$ cat src/pkg/dbg_port_pkg.sv
// shared constants and carriers of the debug port register bank
// assumes one link clock; all users refer to names as dbg_port_pkg::name
package dbg_port_pkg;

    // ------------------------------------------------------------------
    // register offsets
    // ------------------------------------------------------------------
    localparam logic [3:0] OFS_REVISION   = 4'h0;
    localparam logic [3:0] OFS_ERROR      = 4'h1;
    localparam logic [3:0] OFS_PHY_CTRL   = 4'h2;
    localparam logic [3:0] OFS_PHY_DIS    = 4'h3;
    localparam logic [3:0] OFS_KEY_FLAGS  = 4'h7;
    localparam logic [3:0] OFS_RESET_REQ  = 4'h8;
    localparam logic [3:0] OFS_CLK_SEL    = 4'h9;
    localparam logic [3:0] OFS_SYS_CTRL   = 4'ha;
    localparam logic [3:0] OFS_SYS_STATE  = 4'hb;
    localparam logic [3:0] OFS_CRC_STATE  = 4'hc;

    // ------------------------------------------------------------------
    // field positions
    // ------------------------------------------------------------------
    localparam int POS_IBD_EN      = 7;
    localparam int POS_PARITY_OFF  = 5;
    localparam int POS_TIMEOUT_OFF = 4;
    localparam int POS_RESP_OFF    = 3;
    localparam int POS_NACK_OFF    = 4;
    localparam int POS_CONT_OFF    = 3;
    localparam int POS_IF_DISABLE  = 2;
    localparam int POS_UROW_KEY    = 5;
    localparam int POS_PROG_KEY    = 4;
    localparam int POS_ERASE_KEY   = 3;
    localparam int POS_UROW_DONE   = 1;
    localparam int POS_CLK_REQ     = 0;

    // ------------------------------------------------------------------
    // values after reset, codes and counts
    // ------------------------------------------------------------------
    localparam logic [7:0] RST_PHY_CTRL  = 8'h00;
    localparam logic [7:0] RST_PHY_DIS   = 8'h00;
    localparam logic [1:0] RST_CLK_SEL   = 2'h3;
    localparam logic [1:0] RST_SYS_CTRL  = 2'h1;
    localparam logic [7:0] RESET_CODE    = 8'h59;
    localparam logic [7:0] RUN_CODE      = 8'h00;
    localparam int TIMEOUT_LINK_CYCLES   = 65536;
    localparam int GUARD_MAX_CYCLES      = 128;
    localparam int IBD_IDLE_BITS         = 2;
    localparam int BIT_LINK_CYCLES       = 16;
    localparam int TIMER_W               = 17;

    typedef enum logic [2:0] {
        ERR_NONE     = 3'h0,
        ERR_PARITY   = 3'h1,
        ERR_FRAME    = 3'h2,
        ERR_TIMEOUT  = 3'h3,
        ERR_START    = 3'h4,
        ERR_RESERVED = 3'h5,
        ERR_BUS      = 3'h6,
        ERR_CONTEND  = 3'h7
    } err_code_t;

    // ------------------------------------------------------------------
    // carriers
    // ------------------------------------------------------------------
    typedef struct packed {
        logic       req;
        logic       we;
        logic [3:0] addr;
        logic [7:0] wdata;
    } dbg_access_t;

    typedef struct packed {
        logic parity;
        logic frame;
        logic start;
        logic bus;
    } phy_event_t;

endpackage : dbg_port_pkg

$ cat src/rtl/cycle_timer.sv
// loadable down-counter giving a busy window and an expiry pulse
// assumes start and stop come from logic on the same clock
module cycle_timer #(
    parameter int W = 17
) (
    // clock, reset, enable
    input  wire logic         mclk_i,
    input  wire logic         sys_rst_i,
    input  wire logic         ce_i,
    // control
    input  wire logic         start_i,
    input  wire logic         stop_i,
    input  wire logic [W-1:0] load_i,
    // status
    output logic              busy_o,
    output logic              expire_o
);

    typedef struct packed {
        logic [W-1:0] count;
        logic         busy;
        logic         expire;
    } timer_state_t;

    timer_state_t st;
    timer_state_t next_st;

    always_comb begin
        next_st        = st;
        next_st.expire = 1'b0;
        if (start_i) begin
            next_st.count = load_i;
            next_st.busy  = (load_i != '0);
        end else if (stop_i) begin
            next_st.busy = 1'b0;
        end else if (st.busy) begin
            if (st.count == W'(1)) begin
                next_st.busy   = 1'b0;
                next_st.expire = 1'b1;
            end else begin
                next_st.count = st.count - W'(1);
            end
        end
    end

    always_ff @(posedge mclk_i) begin
        if (sys_rst_i) begin
            st <= '0;
        end else if (ce_i) begin
            st <= next_st;
        end
    end

    assign busy_o   = st.busy;
    assign expire_o = st.expire;

endmodule : cycle_timer

$ cat src/rtl/one_wire_debug_port_regs.sv
// control and status bank of the single-wire debug port
// assumes the link decoder presents register accesses on dbg_acc_i
// and the phy reports its events as one-cycle pulses on the link clock

// Overview of operation
// - bank reachable only by link instructions
// - read-only revision in bits 7:4
// - error code loaded on error, read clears
// - parity 1, stop bits 2, start 4
// - timeout 3, bus 6, contention 7
// - two idle bits between multibyte load bytes
// - parity disable ignores parity errors
// - timeout after 65536 cycles unless disabled
// - response signatures off when disabled
// - guard time 128 halving to 2 cycles
// - nack omitted on reset when disabled
// - contention detection while its bit is zero
// - disable bit resets interface and clock request
// - 0x59 asserts system reset, 0x00 releases
// - two-bit link clock select, default 3
// - key flags set on decode, prog clears
module one_wire_debug_port_regs #(
    parameter int         TIMEOUT_CYCLES = dbg_port_pkg::TIMEOUT_LINK_CYCLES,
    parameter int         BIT_CYCLES     = dbg_port_pkg::BIT_LINK_CYCLES,
    parameter logic [3:0] REVISION       = 4'h1 // arbitrary value
) (
    // clock, reset, enable
    input  wire logic                     mclk_i,
    input  wire logic                     sys_rst_i,
    input  wire logic                     ce_i,
    // register access from link decoder
    input  wire dbg_port_pkg::dbg_access_t dbg_acc_i,
    output logic                          dbg_ack_o,
    output logic [7:0]                    dbg_rdata_o,
    // cpu side
    input  wire logic                     cpu_rd_i,
    output logic                          cpu_ack_o,
    output logic [7:0]                    cpu_rdata_o,
    // phy events and link pin
    input  wire dbg_port_pkg::phy_event_t  phy_evt_i,
    input  wire logic                     pin_i,
    input  wire logic                     drive_en_i,
    input  wire logic                     drive_level_i,
    input  wire logic                     link_wake_i,
    // transfer sequencing
    input  wire logic                     rx_to_tx_i,
    input  wire logic                     tx_byte_done_i,
    input  wire logic                     multibyte_ld_i,
    input  wire logic                     acc_start_i,
    input  wire logic                     acc_resp_i,
    input  wire logic                     ldst_active_i,
    // key decoder and system
    input  wire logic                     key_urow_i,
    input  wire logic                     key_prog_i,
    input  wire logic                     key_erase_i,
    input  wire logic                     prog_start_i,
    input  wire logic [7:0]               sys_state_i,
    input  wire logic [2:0]               crc_state_i,
    // phy control and system outputs
    output logic                          phy_on_o,
    output logic                          clk_req_o,
    output logic [1:0]                    link_clk_sel_o,
    output logic                          resp_sig_en_o,
    output logic                          guard_busy_o,
    output logic                          ibd_hold_o,
    output logic                          nack_o,
    output logic                          sys_reset_o,
    output logic                          urow_done_o
);

    // ------------------------------------------------------------------
    // state
    // ------------------------------------------------------------------
    typedef struct packed {
        logic [2:0] err;
        logic [7:0] ctrl_a;
        logic [7:0] ctrl_b;
        logic [2:0] keys;
        logic [7:0] rst_req;
        logic [1:0] clk_sel;
        logic [1:0] sys_ctrl;
        logic       off;
        logic       sys_reset;
        logic       nack;
        logic       urow_done;
        logic       ack;
        logic [7:0] rdata;
        logic       cpu_ack;
        logic [7:0] cpu_rdata;
        logic [2:0] sync;
        logic       pin_level;
        logic [3:0] drv_dly;
        logic [3:0] drv_en_dly;
    } bank_state_t;

    bank_state_t st;
    bank_state_t next_st;

    logic                           guard_busy;
    logic                           ibd_busy;
    logic                           to_expire;
    logic                           guard_start;
    logic                           ibd_start;
    logic                           to_start;
    logic [dbg_port_pkg::TIMER_W-1:0] guard_load;
    logic                           wr;
    logic                           rd;
    logic                           contend;
    logic [2:0]                     err_evt;

    // ------------------------------------------------------------------
    // timers
    // ------------------------------------------------------------------
    always_comb begin
        // reserved guard code falls back to the longest guard
        if (st.ctrl_a[2:0] == 3'h7) begin
            guard_load = dbg_port_pkg::TIMER_W'(
                dbg_port_pkg::GUARD_MAX_CYCLES);
        end else begin
            guard_load = dbg_port_pkg::TIMER_W'(
                dbg_port_pkg::GUARD_MAX_CYCLES >> st.ctrl_a[2:0]);
        end
    end

    assign guard_start = rx_to_tx_i && !st.off;
    assign ibd_start   = tx_byte_done_i && multibyte_ld_i && !st.off
                      && st.ctrl_a[dbg_port_pkg::POS_IBD_EN];
    assign to_start    = acc_start_i && !st.off
                      && !st.ctrl_a[dbg_port_pkg::POS_TIMEOUT_OFF];

    cycle_timer #(.W(dbg_port_pkg::TIMER_W)) u_guard (
        .mclk_i   (mclk_i),
        .sys_rst_i(sys_rst_i),
        .ce_i     (ce_i),
        .start_i  (guard_start),
        .stop_i   (st.off),
        .load_i   (guard_load),
        .busy_o   (guard_busy),
        .expire_o ()
    );

    cycle_timer #(.W(dbg_port_pkg::TIMER_W)) u_inter_byte (
        .mclk_i   (mclk_i),
        .sys_rst_i(sys_rst_i),
        .ce_i     (ce_i),
        .start_i  (ibd_start),
        .stop_i   (st.off),
        .load_i   (dbg_port_pkg::TIMER_W'(
                   dbg_port_pkg::IBD_IDLE_BITS * BIT_CYCLES)),
        .busy_o   (ibd_busy),
        .expire_o ()
    );

    cycle_timer #(.W(dbg_port_pkg::TIMER_W)) u_timeout (
        .mclk_i   (mclk_i),
        .sys_rst_i(sys_rst_i),
        .ce_i     (ce_i),
        .start_i  (to_start),
        .stop_i   (acc_resp_i || st.off),
        .load_i   (dbg_port_pkg::TIMER_W'(TIMEOUT_CYCLES)),
        .busy_o   (),
        .expire_o (to_expire)
    );

    // ------------------------------------------------------------------
    // error capture
    // ------------------------------------------------------------------
    // drive delayed four: three sync stages plus the agreed level flop
    assign contend = st.drv_en_dly[3] && (st.pin_level != st.drv_dly[3])
                  && !st.ctrl_b[dbg_port_pkg::POS_CONT_OFF];

    always_comb begin
        // worst error wins when several land in one cycle
        err_evt = dbg_port_pkg::ERR_NONE;
        if (contend) begin
            err_evt = dbg_port_pkg::ERR_CONTEND;
        end else if (phy_evt_i.bus) begin
            err_evt = dbg_port_pkg::ERR_BUS;
        end else if (to_expire
                     && !st.ctrl_a[dbg_port_pkg::POS_TIMEOUT_OFF]) begin
            err_evt = dbg_port_pkg::ERR_TIMEOUT;
        end else if (phy_evt_i.start) begin
            err_evt = dbg_port_pkg::ERR_START;
        end else if (phy_evt_i.frame) begin
            err_evt = dbg_port_pkg::ERR_FRAME;
        end else if (phy_evt_i.parity
                     && !st.ctrl_a[dbg_port_pkg::POS_PARITY_OFF]) begin
            err_evt = dbg_port_pkg::ERR_PARITY;
        end
        if (st.off) begin
            err_evt = dbg_port_pkg::ERR_NONE;
        end
    end

    // ------------------------------------------------------------------
    // register bank
    // ------------------------------------------------------------------
    assign wr = dbg_acc_i.req && dbg_acc_i.we && !st.off;
    assign rd = dbg_acc_i.req && !dbg_acc_i.we && !st.off;

    always_comb begin
        next_st           = st;
        next_st.ack       = dbg_acc_i.req;
        next_st.cpu_ack   = cpu_rd_i;
        next_st.cpu_rdata = 8'h00;
        next_st.nack      = 1'b0;
        next_st.urow_done = 1'b0;
        next_st.sync      = {st.sync[1:0], pin_i};
        if (st.sync[2] == st.sync[1]) begin
            next_st.pin_level = st.sync[2];
        end
        next_st.drv_dly    = {st.drv_dly[2:0], drive_level_i};
        next_st.drv_en_dly = {st.drv_en_dly[2:0], drive_en_i};

        // read answer; unmapped and reserved offsets read zero
        next_st.rdata = 8'h00;
        if (rd) begin
            unique case (dbg_acc_i.addr)
                dbg_port_pkg::OFS_REVISION:
                    next_st.rdata = {REVISION, 4'h0};
                dbg_port_pkg::OFS_ERROR:
                    next_st.rdata = {5'h00, st.err};
                dbg_port_pkg::OFS_PHY_CTRL:
                    next_st.rdata = st.ctrl_a & 8'hbf;
                dbg_port_pkg::OFS_PHY_DIS:
                    next_st.rdata = st.ctrl_b & 8'h1c;
                dbg_port_pkg::OFS_KEY_FLAGS:
                    next_st.rdata = {2'h0, st.keys, 3'h0};
                dbg_port_pkg::OFS_RESET_REQ:
                    next_st.rdata = st.rst_req;
                dbg_port_pkg::OFS_CLK_SEL:
                    next_st.rdata = {6'h00, st.clk_sel};
                dbg_port_pkg::OFS_SYS_CTRL:
                    next_st.rdata = {6'h00, st.sys_ctrl};
                dbg_port_pkg::OFS_SYS_STATE:
                    next_st.rdata = sys_state_i & 8'h7d;
                dbg_port_pkg::OFS_CRC_STATE:
                    next_st.rdata = {5'h00, crc_state_i};
                default:
                    next_st.rdata = 8'h00;
            endcase
        end

        // error field: a fresh error beats the read clear
        if (rd && dbg_acc_i.addr == dbg_port_pkg::OFS_ERROR) begin
            next_st.err = dbg_port_pkg::ERR_NONE;
        end
        if (err_evt != dbg_port_pkg::ERR_NONE) begin
            next_st.err = err_evt;
        end

        if (wr) begin
            unique case (dbg_acc_i.addr)
                dbg_port_pkg::OFS_PHY_CTRL:
                    next_st.ctrl_a = dbg_acc_i.wdata & 8'hbf;
                dbg_port_pkg::OFS_PHY_DIS:
                    next_st.ctrl_b = dbg_acc_i.wdata & 8'h1c;
                dbg_port_pkg::OFS_KEY_FLAGS:
                    next_st.keys[2] =
                        dbg_acc_i.wdata[dbg_port_pkg::POS_UROW_KEY];
                dbg_port_pkg::OFS_RESET_REQ:
                    next_st.rst_req = dbg_acc_i.wdata;
                dbg_port_pkg::OFS_CLK_SEL:
                    next_st.clk_sel = dbg_acc_i.wdata[1:0];
                dbg_port_pkg::OFS_SYS_CTRL: begin
                    next_st.sys_ctrl[dbg_port_pkg::POS_CLK_REQ] =
                        dbg_acc_i.wdata[dbg_port_pkg::POS_CLK_REQ];
                    // done bit only takes effect with the row key held
                    if (st.keys[2]) begin
                        next_st.sys_ctrl[dbg_port_pkg::POS_UROW_DONE] =
                            dbg_acc_i.wdata[dbg_port_pkg::POS_UROW_DONE];
                        next_st.urow_done =
                            dbg_acc_i.wdata[dbg_port_pkg::POS_UROW_DONE];
                    end
                end
                default: begin
                end
            endcase
        end

        // key flags: clears first so a decode in the same cycle wins
        if (wr && dbg_acc_i.addr == dbg_port_pkg::OFS_RESET_REQ
            && dbg_acc_i.wdata == dbg_port_pkg::RESET_CODE) begin
            next_st.keys[0] = 1'b0;
        end
        if (prog_start_i) begin
            next_st.keys[1] = 1'b0;
        end
        if (!st.off) begin
            next_st.keys = next_st.keys
                         | {key_urow_i, key_prog_i, key_erase_i};
        end

        // system reset held while the request code stands
        next_st.sys_reset = (next_st.rst_req == dbg_port_pkg::RESET_CODE);
        if (next_st.sys_reset && !st.sys_reset && ldst_active_i
            && !st.ctrl_b[dbg_port_pkg::POS_NACK_OFF]) begin
            next_st.nack = 1'b1;
        end

        // disable clears the whole phy setup and keys until woken
        if (wr && dbg_acc_i.addr == dbg_port_pkg::OFS_PHY_DIS
            && dbg_acc_i.wdata[dbg_port_pkg::POS_IF_DISABLE]) begin
            next_st.off      = 1'b1;
            next_st.ctrl_a   = dbg_port_pkg::RST_PHY_CTRL;
            next_st.ctrl_b   = dbg_port_pkg::RST_PHY_DIS;
            next_st.keys     = 3'h0;
            next_st.err      = dbg_port_pkg::ERR_NONE;
            next_st.clk_sel  = dbg_port_pkg::RST_CLK_SEL;
            next_st.sys_ctrl = 2'h0;
        end else if (st.off && link_wake_i) begin
            next_st.off      = 1'b0;
            // clock request is on by default once enabled again
            next_st.sys_ctrl = dbg_port_pkg::RST_SYS_CTRL;
        end
    end

    always_ff @(posedge mclk_i) begin
        if (sys_rst_i) begin
            st          <= '0;
            st.ctrl_a   <= dbg_port_pkg::RST_PHY_CTRL;
            st.ctrl_b   <= dbg_port_pkg::RST_PHY_DIS;
            st.rst_req  <= dbg_port_pkg::RUN_CODE;
            st.clk_sel  <= dbg_port_pkg::RST_CLK_SEL;
            st.sys_ctrl <= dbg_port_pkg::RST_SYS_CTRL;
        end else if (ce_i) begin
            st <= next_st;
        end
    end

    // ------------------------------------------------------------------
    // outputs
    // ------------------------------------------------------------------
    assign dbg_ack_o      = st.ack;
    assign dbg_rdata_o    = st.rdata;
    assign cpu_ack_o      = st.cpu_ack;
    assign cpu_rdata_o    = st.cpu_rdata;
    assign phy_on_o       = !st.off;
    assign clk_req_o      = st.sys_ctrl[dbg_port_pkg::POS_CLK_REQ];
    assign link_clk_sel_o = st.clk_sel;
    assign resp_sig_en_o  = !st.ctrl_a[dbg_port_pkg::POS_RESP_OFF];
    assign guard_busy_o   = guard_busy;
    assign ibd_hold_o     = ibd_busy;
    assign nack_o         = st.nack;
    assign sys_reset_o    = st.sys_reset;
    assign urow_done_o    = st.urow_done;
endmodule : one_wire_debug_port_regs

$ cat config.mk
export PLATFORM = sky130hd
export DESIGN_NAME = one_wire_debug_port_regs
export DESIGN_NICKNAME = d
export VERILOG_FILES = /design/src/pkg/dbg_port_pkg.sv /design/src/rtl/cycle_timer.sv /design/src/rtl/one_wire_debug_port_regs.sv
export SDC_FILE = /design/constraint.sdc
export NUM_CORES = 1
export LEC_CHECK = 0
export BUFFER_PORTS_ARGS = -buffer_cell sky130_fd_sc_hd__buf_2
export CAP_MARGIN = 20
export CORE_MARGIN = 2
export CORE_UTILIZATION = 60
export DETAILED_ROUTE_END_ITERATION = 12
export HOLD_SLACK_MARGIN = 0.1
export PLACE_DENSITY = 0.82
export SYNTH_ARGS = -nofsm -noshare
export SYNTH_HDL_FRONTEND = slang
export SYNTH_SLANG_ARGS = --single-unit
$ cat constraint.sdc
create_clock -name mclk_i -period 5.55 [get_ports mclk_i]
set_input_delay 0 -clock mclk_i [delete_from_list [all_inputs] [get_ports mclk_i]]
set_output_delay 0 -clock mclk_i [all_outputs]
set_load 0.005 [all_outputs]
==> results list, run 1 <==
* Outcome: completed
* Half-perimeter wire length after detailed placement: 10200 um
- Once the clock tree was built, the resizer swapped 0 gates to a different size.
- Clock-pin slew reported for the worst setup and hold paths after clock tree synthesis: about 100 ps
* Die extent in y: 102 um
- Combinational share of power: 0.149
- In this run the power spent charging and discharging nets is 0.000436 W.
- Measured along the x axis, the die boundary spans 102 um.
* Length of the first detailed-routing pass in iterations: 7
- PnR Total Power: roughly 0.0016 W
* Share of async-settable or async-resettable flops after synthesis: 0
- 75 I/O pins were placed.
- Once placement finished, the instance area stood at 0.00597 mm^2.
* Critical path startpoint category: flip-flop
- For the worst setup path, the data required time is 5820 ps.
- Of the post-synthesis cell area, the dominant cell type holds 0.381.
- The total area inside the core boundary comes to around 0.009 mm^2.
- Synthesis produced 712 cells.
* Clock power frac: 0.325
- Number of flip-flops and latches in the synthesized netlist: about 110
* Number of nets with antenna violations after routing: 0
- Final standard cell utilization of the core: 0.704
- Counting the fill cells in the layout gives 749.
* Crit. Startpoint: st[8]
* Net Sw Frac: 0.280
- For this run, the register share of the synthesized area comes to 0.381.
- TritonCTS built the clock tree.
* Crit share post-route: 0.446
- Summed over all cells, the static leakage comes to 2.64 nW.
- The worst pin sits at a relative slew slack of 0.374.
- During synthesis, Yosys emitted a total of 0 warnings.
- Number of global-route vias before repair: 5352
- Final Hold Vio Count: 0
* Most area-hungry cell type in the Yosys netlist: dfxtp_1
- For hold timing, the worst endpoint is st[65].
- By instance count, the cell type seen most on the critical path is dlygate4sd3_1.
- Final setup violating endpoints: 0
* Total Nets Final: slightly above 800
* Max stage delay cell, worst path: dlygate4sd3_1
* Max-capacitance violation count: 0
- Area growth, synth to finish: 13.6%
- The H-tree was split into 3 levels.
* Number of synthesized flops with an enable pin: 0
- The min-delay analysis places its worst path in the category in -> reg.
* Number of vias after detailed routing: 5571
- At the pin with the least slew margin, the transition time is 930 ps.
- Based on the critical path, the design can be clocked at up to slightly above 400 MHz.
- The initial utilization of the core area, before any placement, comes to 0.619.
- Setup repair after global routing missed its margin: no
- Commonest cells after routing, fill and taps aside: 109 x dfxtp_1, 106 x nor2_1, 65 x nand2_1, 64 x buf_2, 46 x a21oi_1
* Internal power contribution: 0.00112 W
- The library cell used most frequently in the layout, excluding fill and tap cells, is dfxtp_1.
* Top fanout value on the critical path: 3
- For this run, the total global-route usage over all layers was measured as 0.303.
* Worst setup EP type: flip-flop
* Initial drt markers: 380
- Reg-to-reg setup timing slack: a little over 3000 ps
- In this run the critical register-to-register path is launched from st[8].
* Areal power density over the cells: 240 mW/mm^2
- On the worst path, the slowest cell contributes a delay of 640 ps.
* Sum of routed wire length over all layers: 15100 um
* Sum of negative setup slack: 0 ps
* Number of instances on the worst hold path: 5
- Setup Crit Path Kind: reg -> reg
- Entering global routing, the biggest net connects 80 pins.
* Slew Viols, Final: 0
- The worst register-to-register path has a depth of 6.
- Routability congestion estimate from global placement: 0.924
* Clock skew after layout: between 10 and 15 ps
- Worst hold slack: 127 ps
* Clock buffers created by TritonCTS: 9
- In the routed design, unresolved DRC markers number 0.
- Worst Path Arrival: about 2800 ps
- In the post-synthesis netlist, the biggest area contributors are dfxtp_1 38%, nor2_1 7.0%, mux2i_1 5.6%.
- Of the total power, registers draw 0.526.
- Dividing the detail-routed wire length by the instance count gives ~17 um.
- The endpoint identified for the worst register-to-register timing path is st[66].
- Maximum clock insertion buffer count: 2
- Port buffering added between 60 and 70 buffers.
- Fraction of layout instances using a drive strength above 1: 0.130
- Minimum clock period after layout: 2480 ps
- The die covers 0.0103 mm^2.
* Total clock sinks: 109
- Traced cell by cell, the critical path runs through xnor2_1, nor3b_1, a2111oi_0, dlygate4sd3_1, o2bb2ai_1, dlygate4sd3_1.
- In this run the most critical hold path is launched from phy_evt_i[1].
* Primary FF master, synth: dfxtp_1
* Global-route wire length before repair: 25100 um
* Number of antenna repair diodes: 0
- After detailed routing, the number of vias per cell comes to ~6.1.
- Post-synthesis area per instance: about 8.0 um^2
- Library cells used by synthesis: 69
* Num rows: 35
* Total non-filler cell area in the finished layout: 0.00650 mm^2
* Sum of overflow across all layers after global routing: 0
- Clock latency at the later pin of the worst-skew pair: 380 ps
* Max VDD drop: 0.000149 V
- The cell sitting at the root of the clock tree is a clkbuf_8.
- In this run the cell area of the synthesized design comes to 0.00572 mm^2.
* Initial antenna violation count: 0
metal layers:
metal / global-route usage / up-vias / routed length (um)
met3: 0.0594 / 38 / 1180
met4: 0.111 / 0 / 403
met1: 0.381 / 2595 / 6210
li1: - / 2651 / -
met2: 0.516 / 287 / 7350
met5: 0 / - / 0
area by class of cell:
cell class	instances	area [um^2]	area share
Clock buffer	11	141	0.0217
Clock inverter	5	66.3	0.0102
Inverter	23	86.3	0.0133
Multi-Input combinational cell	535	3190	0.491
Sequential cell	109	2180	0.336
Tap cell	129	161	0.0248
Timing Repair Buffer	100	671	0.103
kinds of logic (layout without fill, tap and decap cells):
kind of cell,count (synthesis),count (layout),synth area share
other,1,8,0.000656
AND/OR/NAND/NOR,314,314,0.276
flip-flops,109,109,0.381
multiplexers,34,34,0.0599
XOR/XNOR,18,18,0.0276
AO/OA/AOI/OAI,155,155,0.176
buffers and inverters,75,139,0.0650
adder cells (fa/ha/maj),6,6,0.0131
worst max-delay path, delay by kind of cell (launching register included):
kind                      cells  cell delay (ps)
and+or+nand+nor               1              110
AOI/OAI and AO/OA             2              550
DFF                           1              390
buffers and inverters         2             1200
xor gates and xnor gates      1              130
synth_stat cells (10+ instances only):
cell      number
o21ai_0       33
buf_4         18
nand2_1       65
nor2b_1       10
nand3_1       35
nor3_1        20
nor2_1       106
clkbuf_1      22
inv_1         22
a21oi_1       46
dfxtp_1      109
xor2_1        11
mux2i_1       32
flip-flops by register name, summed over array words and instances (netlist names), 2 cells and up:
name	cells
next_st	8
u_inter_byte.st	17
u_guard.st	17
st	30
dbg_rdata_o	8
link_clk_sel_o	2
u_timeout.st	17
power groups by stage:
stage | clock network (W) | logic (W) | registers, W
finish | 0.000507 | 0.000233 | 0.000820
global route | 0.000543 | 0.000256 | 0.000823
CTS | 0.000511 | 0.000226 | 0.000819
global placement | 0 | 0.000201 | 0.000836
floorplan | 0 | 0.000157 | 0.000832
detailed placement | 0 | 0.000208 | 0.000837
stage by stage:
stage               worst slack [ps]  std cells
floorplan                       3660        719
CTS                             3140        912
global route                    2920        912
global placement                3150        864
detailed placement              3080        864
finish                          3070        912
worst max-delay path by stage:
stage                         endpoint  cells past startpoint
floorplan           u_inter_byte.st[5]                      7
global placement    u_inter_byte.st[9]                      7
detailed placement              st[64]                      7
CTS                             st[66]                      6
global route                    st[47]                      9
finish                          st[66]                      6
timing repair:
item                       in CTS  in global routing
buffers inserted                0                  0
setup endpoints to repair       0                  0
hold buffers                   32                  0
hold endpoints to repair       36                  0
(Power assumes the default switching activity.)
==> inputs of run 2 (changes only) <==
--- a/config.mk
+++ b/config.mk
@@ -8,10 +8,10 @@
 export BUFFER_PORTS_ARGS = -buffer_cell sky130_fd_sc_hd__buf_2
 export CAP_MARGIN = 20
 export CORE_MARGIN = 2
-export CORE_UTILIZATION = 60
+export CORE_UTILIZATION = 52
 export DETAILED_ROUTE_END_ITERATION = 12
 export HOLD_SLACK_MARGIN = 0.1
-export PLACE_DENSITY = 0.82
+export PLACE_DENSITY = 0.76
 export SYNTH_ARGS = -nofsm -noshare
 export SYNTH_HDL_FRONTEND = slang
 export SYNTH_SLANG_ARGS = --single-unit
==> constraint.sdc (replaced) <==
create_clock -name mclk_i -period 2 [get_ports mclk_i]
set_input_delay 0 -clock mclk_i [delete_from_list [all_inputs] [get_ports mclk_i]]
set_output_delay 0 -clock mclk_i [all_outputs]
set_load 0.005 [all_outputs]
==> run 2 against run 1 <==
Compared with the run above:
- first-iteration DRC count shrank 3.9%
- clock-buffer cell count grew 3
- fmax grew 24%
- via count grew 2.7%
- setup slack lost 3100 ps
- combinational power grew to 3.3 times the previous value
- total power grew to 2.9 times the previous value
- sequential cell count is the same
- non-clock buffer count grew 47
- cell area grew 7.4%
- clock power grew to 2.8 times the previous value
- critical path type unchanged
- largest cell class unchanged
==> results list, run 2 (synthesis gave the netlist of run 1 again) <==
* Outcome: completed (unchanged)
- The number of placement rows was 38 (was 35).
- Max FFs per register: 30 (unchanged)
* Die extent in y: 109 um (was 102 um)
- Clock buffers created by TritonCTS: 9 (unchanged)
* Max VDD drop: 0.000551 V (was 0.000149 V)
- Relative slew slack: 0.599 (was 0.374)
* Minimum clock period after layout: 1990 ps (was 2480 ps)
- The maximum number of pins on one net before global-route repair came to 43 (was 80).
* GR Util All Layers: 0.281 (was 0.303)
- Slew at the pin with the worst max-slew slack: 597 ps (was 930 ps)
* Fraction of layout instances using a drive strength above 1: 0.199 (was 0.130)
- Met2 wirelength from detailed routing: 7730 um (was 7350 um)
- The layout-stage area growth over the synthesis result came to 22.1% (was 13.6%).
- The post-layout worst setup margin came to 8.79 ps (was 3070 ps).
- The count of vias placed by the detailed router came to 5719 (was 5571).
- Number of antenna repair diodes: 0 (unchanged)
- The highest net fanout along the worst path was 5 (was 3).
* Die area: 0.0119 mm^2 (was 0.0103 mm^2)
- The kind of start point of the critical path was a flip-flop (unchanged).
* Sum of overflow across all layers after global routing: 0 (unchanged)
- Average via count per standard cell: 5.89 (was 6.11)
- Place WS: -48.4 ps (was 3080 ps)
* Initial antenna violation count: 0 (unchanged)
- Final Hold Vio Count: 0 (unchanged)
- CTS H-tree depth: 3 (unchanged)
* Most frequent standard cell in the layout excluding fill and tap cells: nor2_1 (was dfxtp_1)
- Hold/Removal Path Class: in -> reg (unchanged)
- Worst R2R Start: u_guard.st[14] (was st[8])
- Worst hold slack: 122 ps (was 127 ps)
* Slew Viols, Final: 0 (unchanged)
- Routed WL per cell: 16.8 um (was 16.6 um)
- Cell at the root of the clock tree: clkbuf_8 (unchanged)
- Areal power density over the cells: 637 mW/mm^2 (was 240 mW/mm^2)
- Clock latency at the later pin of the worst-skew pair: 380 ps (about the same)
* Crit share post-route: 0.996 (was 0.446)
- Total DRC errors in the routed layout: 0 (unchanged)
- The destination of the worst hold path was st[67] (was st[65]).
* Chip width: 109 um (was 102 um)
- The capture instance of the worst register-to-register path is u_guard.st[10] (was st[66]).
- R2r worst-path depth: 7 (was 6)
* Setup Crit Path Kind: reg -> reg (unchanged)
- Start point of the worst hold path: phy_evt_i[1] (unchanged)
- The clock transition at the registers of the reported paths is 100 ps (about the same).
- Timing-limited maximum frequency: 502 MHz (was 404 MHz)
* Met3 wire len: 1130 um (was 1180 um)
- Worst setup EP type: flip-flop (unchanged)
- The wire length of the first global-routing pass was 26200 um (was 25100 um).
- IO buf count: 64 (unchanged)
* Total Nets Final: 879 (was 831)
- Length of the first detailed-routing pass in iterations: 5 (was 7)
- Number of global-route vias before repair: 5359 (was 5352)
* Initial drt markers: 365 (was 380)
- The number of setup violations in the final report came to 0 (unchanged).
* Half-perimeter wire length after detailed placement: 11200 um (was 10200 um)
* Starting utilization of the core area: 0.530 (was 0.619)
* Reg-to-reg setup timing slack: 9 ps (was 3070 ps)
- Clock skew after layout: 8.18 ps (was 10.6 ps)
- Number of cells in the finished layout apart from fillers: 971 (was 912)
* Setup repair after global routing missed its margin: yes (was no)
- The number of instances in the placed design was 910 (was 864).
- The arrival time of the worst setup path came to 2260 ps (was 2750 ps).
* Number of instances on the worst hold path: 5 (unchanged)
* Number of nets with antenna violations after routing: 0 (unchanged)
* Most flop-heavy register: st (unchanged)
- The highest signal layer in the routed design is met4 (unchanged).
* Floorplan Core Area: 0.0108 mm^2 (was 0.00924 mm^2)
- Data required time at the worst endpoint: 2270 ps (was 5820 ps)
- TritonCTS clock tree: done (unchanged)
- The global placement routability congestion was 0.944 (was 0.924).
- Leakage dissipation: 2.90 nW (was 2.64 nW)
- The max-capacitance violation count is 0 (unchanged).
- Number of ports placed on the die boundary: 75 (unchanged)
- The number of sinks on the clock net is 109 (unchanged).
- Maximum clock insertion buffer count: 2 (unchanged)
- Commonest cells after routing, fill and taps aside: 105 x nor2_1, 103 x dfxtp_1, 66 x buf_2, 64 x nand2_1, 45 x a21oi_1 (was 109 x dfxtp_1, 106 x nor2_1, 65 x nand2_1, 64 x buf_2, 46 x a21oi_1).
- Wl on met1: 7120 um (was 6210 um)
- Sum of routed wire length over all layers: 16300 um (was 15100 um)
==> run 2: cell types whose count changed in the layout (fill, tap and decap cells not counted), moves of 3 or more <==
cell / change
buf_6: +3
dfxtp_2: +5
buf_4: +40
dfxtp_1: -6
==> run 2: layout make-up <==
type,count,area (um^2)
clock buffer,14,173
clock inverter,2,38.8
fill,907,3810
inverter,23,86.3
multi-input combinational,536,3280
sequential,109,2190
tap,140,175
timing repair buffer,147,1030
==> run 2: layer usage <==
layer | global-route usage | vias to the layer above
met5 | 0 | -
met4 | 0.0897 | 0
met3 | 0.0669 | 31
met2 | 0.465 | 224
met1 | 0.361 | 2711
li1 | - | 2753
==> run 2: repair_timing <==
action,4_1_cts,5_1_grt
buffers inserted,2,6
hold buffers,34,0
pin swaps,1,11
gates cloned,1,2
endpoints found under the hold margin,42,0
resized for setup,4,26
endpoints found under the setup margin,9,44
==> run 2: power by group <==
group	switching [W]	leakage, nW	internal (W)
sequential	0.0000513	0.886	0.00222
combinational	0.000424	1.91	0.000337
clock	0.000726	0.107	0.000689
==> run 2: worst max-delay path by stage <==
stage                                  start                  to  slack, ps
after detailed placement  u_inter_byte.st[3]  u_inter_byte.st[6]        -50
after CTS                     u_guard.st[14]       u_guard.st[4]         -4
after global routing          u_guard.st[14]       u_guard.st[3]        -70
final                         u_guard.st[14]      u_guard.st[10]          9
after global placement    u_inter_byte.st[3]  u_inter_byte.st[8]         50
after floorplan           u_inter_byte.st[2]  u_inter_byte.st[5]        110
==> run 2: critical path: stages (launching register included) <==
cell     delay, ps
dfxtp_4        360
or4_4          550
nor4b_4        320
a31oi_4        150
buf_6          160
nor4b_1        150
xnor2_1        140
nor2_1          50
==> run 2: per-stage QoR <==
stage	total power [W]	util	instance area, um^2	setup TNS (ps)
after floorplan	0.00275	-	5750	0
after global placement	0.00294	0.579	6250	0
after global routing	0.00465	0.647	6980	-477
after detailed placement	0.00296	0.579	6250	-81.7
final	0.00445	0.647	6980	0
after CTS	0.00444	0.634	6840	-7.54
==> inputs of run 3 (changes only) <==
--- a/config.mk
+++ b/config.mk
@@ -8,10 +8,11 @@
 export BUFFER_PORTS_ARGS = -buffer_cell sky130_fd_sc_hd__buf_2
 export CAP_MARGIN = 20
 export CORE_MARGIN = 2
-export CORE_UTILIZATION = 52
+export CORE_UTILIZATION = 58
 export DETAILED_ROUTE_END_ITERATION = 12
 export HOLD_SLACK_MARGIN = 0.1
-export PLACE_DENSITY = 0.76
+export PLACE_DENSITY = 0.8
+export SKIP_CTS_REPAIR_TIMING = 1
 export SYNTH_ARGS = -nofsm -noshare
 export SYNTH_HDL_FRONTEND = slang
 export SYNTH_SLANG_ARGS = --single-unit
==> constraint.sdc (replaced) <==
create_clock -name mclk_i -period 2.2 [get_ports mclk_i]
set_input_delay 0 -clock mclk_i [delete_from_list [all_inputs] [get_ports mclk_i]]
set_output_delay 0 -clock mclk_i [all_outputs]
set_load 0.005 [all_outputs]
==> run 3 against run 2 <==
Compared with the run above:
- sequential power shrank 8.8%
- register-to-register slack gained 140 ps
- combinational power is 20% lower
- final cell count shrank 3.8%
- clock skew grew 5.9 ps
- wire length shrank 6.7%
- largest cell class unchanged
==> results list, run 3 (synthesis gave the netlist of run 1 again) <==
- The cell type group with the largest total delay on the critical path was simple AND/OR/NAND/NOR gates (unchanged).
- The final routed DRC violation total came to 0 (unchanged).
- The setup slack on the worst flop-to-flop path is 150 ps (was 9 ps).
- R2r worst-path depth: 6 (was 7)
- The die footprint came to 0.0107 mm^2 (was 0.0119 mm^2).
- The routed via count divided by cell count is 6.02 (was 5.89).
* Crit share post-route: 0.934 (was 0.996)
- Worst hold slack: 94.0 ps (was 122 ps)
* Number of nets with antenna violations after routing: 0 (unchanged)
* Initial drt markers: 339 (was 365)
- The maximum buffer depth of the clock tree is 2 (unchanged).
* Most flop-heavy register: st (unchanged)
* Total clock sinks: 109 (unchanged)
- Largest net degree at the start of global routing: 40 (was 43)
- GR Util All Layers: 0.285 (was 0.281)
- The buffer type at the clock tree root is clkbuf_8 (unchanged).
* Starting utilization of the core area: 0.591 (was 0.530)
- Number of ports placed on the die boundary: 75 (unchanged)
- The kind of start point of the critical path is a flip-flop (unchanged).
- Outcome: completed (unchanged).
- Slew Viols, Final: 0 (unchanged)
* Final setup violating endpoints: 0 (unchanged)
* Final standard cell utilization of the core: 0.687 (was 0.647)
- The post-layout worst setup margin came to 145 ps (was 8.79 ps).
- Clock-pin slew reported for the worst setup and hold paths after clock tree synthesis: 100 ps (about the same)
* Total Nets Final: 849 (was 879)
* Worst setup EP type: flip-flop (unchanged)
- Sum of routed wire length over all layers: 15200 um (was 16300 um)
- The number of buffer and inverter instances along the worst setup path was 0 (was 1).
- Path length in cells of the critical path: 6 (was 7)
- The leading cell type in the layout, fill and taps excluded was dfxtp_1 (was nor2_1).
- The die height is 103 um (was 109 um).
- The initial antenna violation count is 0 (unchanged).
- The placement-stage cell area came to 0.00612 mm^2 (was 0.00625 mm^2).
* Routability congestion estimate from global placement: 0.965 (was 0.944)
* Number of antenna repair diodes: 0 (unchanged)
- Slew at the pin with the worst max-slew slack: 740 ps (was 597 ps)
* Place WS: 81.5 ps (was -48.4 ps)
- Cell Chain, Critical Path: ha_1, or3b_2, o41a_4, nand4_1, xor2_1, nor2_1 (was or4_4, nor4b_4, a31oi_4, buf_6, nor4b_1, xnor2_1, nor2_1)
- Data required time at the worst endpoint: 2470 ps (was 2270 ps)
- The number of endpoints with negative hold slack in the final report was 0 (unchanged).
- The highest ir drop seen on vdd is 0.000393 V (was 0.000551 V).
* Num rows: 36 (was 38)
- The number of iterations in the first detailed-routing pass came to 5 (unchanged).
- Commonest cells after routing, fill and taps aside: 109 x dfxtp_1, 105 x nor2_1, 65 x nand2_1, 64 x buf_2, 46 x a21oi_1 (was 105 x nor2_1, 103 x dfxtp_1, 66 x buf_2, 64 x nand2_1, 45 x a21oi_1)
* Clock skew after layout: 14.1 ps (was 8.18 ps)
- The clock buffer count from CTS was 9 (unchanged).
- The leakage power summed over all cells came to 2.73 nW (was 2.90 nW).
- Fraction of layout instances using a drive strength above 1: 0.160 (was 0.199)
- The power density over cell area is 579 mW/mm^2 (was 637 mW/mm^2).
- Filler Cell Count: 775 (was 907)
* IO buf count: 64 (unchanged)
* Worst Path Arrival: 2330 ps (was 2260 ps)
- Global-route wire length before repair: 23900 um (was 26200 um)
- Minimum clock period after layout: 2050 ps (was 1990 ps)
- The number of flip-flops in the largest register was 30 (unchanged).
- The highest net fanout along the worst path is 12 (was 5).
* Sum of negative setup slack: 0 ps (unchanged)
- The number of global-route vias before repair is 5107 (was 5359).
- Floorplan Core Area: 0.00968 mm^2 (was 0.0108 mm^2)
- Timing-limited maximum frequency: 487 MHz (was 502 MHz)
- The worst relative slew slack was 0.505 (was 0.599).
- Chip width: 103 um (was 109 um)
- Max stage delay cell, worst path: or3b_2 (was or4_4)
- The depth of the worst hold-timing path was 4 (was 5).
- The H-tree depth came to 3 (unchanged).
- The layout-stage area growth over the synthesis result was 16.4% (was 22.1%).
- The clock tree from TritonCTS is done (unchanged).
- Routed WL per cell: 16.3 um (was 16.8 um)
- The detailed placement HPWL came to 10600 um (was 11200 um).
- Setup repair after global routing missed its margin: no (was yes).
- Area used by sequential logic in the layout: 0.00218 mm^2 (was 0.00219 mm^2)
- Total non-filler cell area in the finished layout: 0.00666 mm^2 (was 0.00698 mm^2)
- Clock latency at the later pin of the worst-skew pair: 390 ps (was 380 ps)
- Max-capacitance violation count: 0 (unchanged)
* Sum of overflow across all layers after global routing: 0 (unchanged)
* Area occupied by multi-input gates: 0.00324 mm^2 (was 0.00328 mm^2)
- Delay of the slowest critical-path stage: 500 ps (was 550 ps)
- The type of the worst setup path is reg -> reg (unchanged).
- Number of vias after detailed routing: 5624 (was 5719)
- Hold/Removal Path Class: in -> reg (unchanged)
## run 3: worst min-delay path, delay by kind of cell
family | cells | cell delay, ps
compound gates | 1 | 60
simple gates | 2 | 250
buf+inv | 1 | 130
## run 3: per-layer routing
metal | vias up | GRT usage | share of wire
li1 | 2694 | - | -
met1 | 2624 | 0.367 | 0.43
met2 | 264 | 0.465 | 0.47
met3 | 42 | 0.0699 | 0.074
met4 | 0 | 0.107 | 0.027
met5 | - | 0 | 0
## run 3: power breakdown
part           total, W  internal [W]  switching [W]
sequential      0.00207       0.00202      0.0000483
clock           0.00117      0.000451       0.000724
combinational  0.000609      0.000258       0.000351
## run 3: path summary, 6_finish.rpt
check | start | end
worst max-delay path | u_inter_byte.st[2] | u_inter_byte.st[17]
worst min-delay path | rx_to_tx_i | u_guard.st[18]
worst max register to register | u_inter_byte.st[2] | u_inter_byte.st[17]
worst min register to register | nack_o | nack_o
## run 3: layout make-up
| cell class | instances | area share |
|---|---|---|
| well taps | 133 | 0.0250 |
| flip-flops and latches | 109 | 0.328 |
| clock inverters | 6 | 0.00695 |
| inverters | 23 | 0.0130 |
| repair buffers | 118 | 0.121 |
| multi-input cells | 535 | 0.486 |
| clock buffers | 10 | 0.0207 |
## run 3: stage by stage
step	power [W]	cells
after floorplan	0.00250	719
after global placement	0.00264	887
after detailed placement	0.00266	887
after CTS	0.00382	903
after global routing	0.00402	934
final	0.00385	934
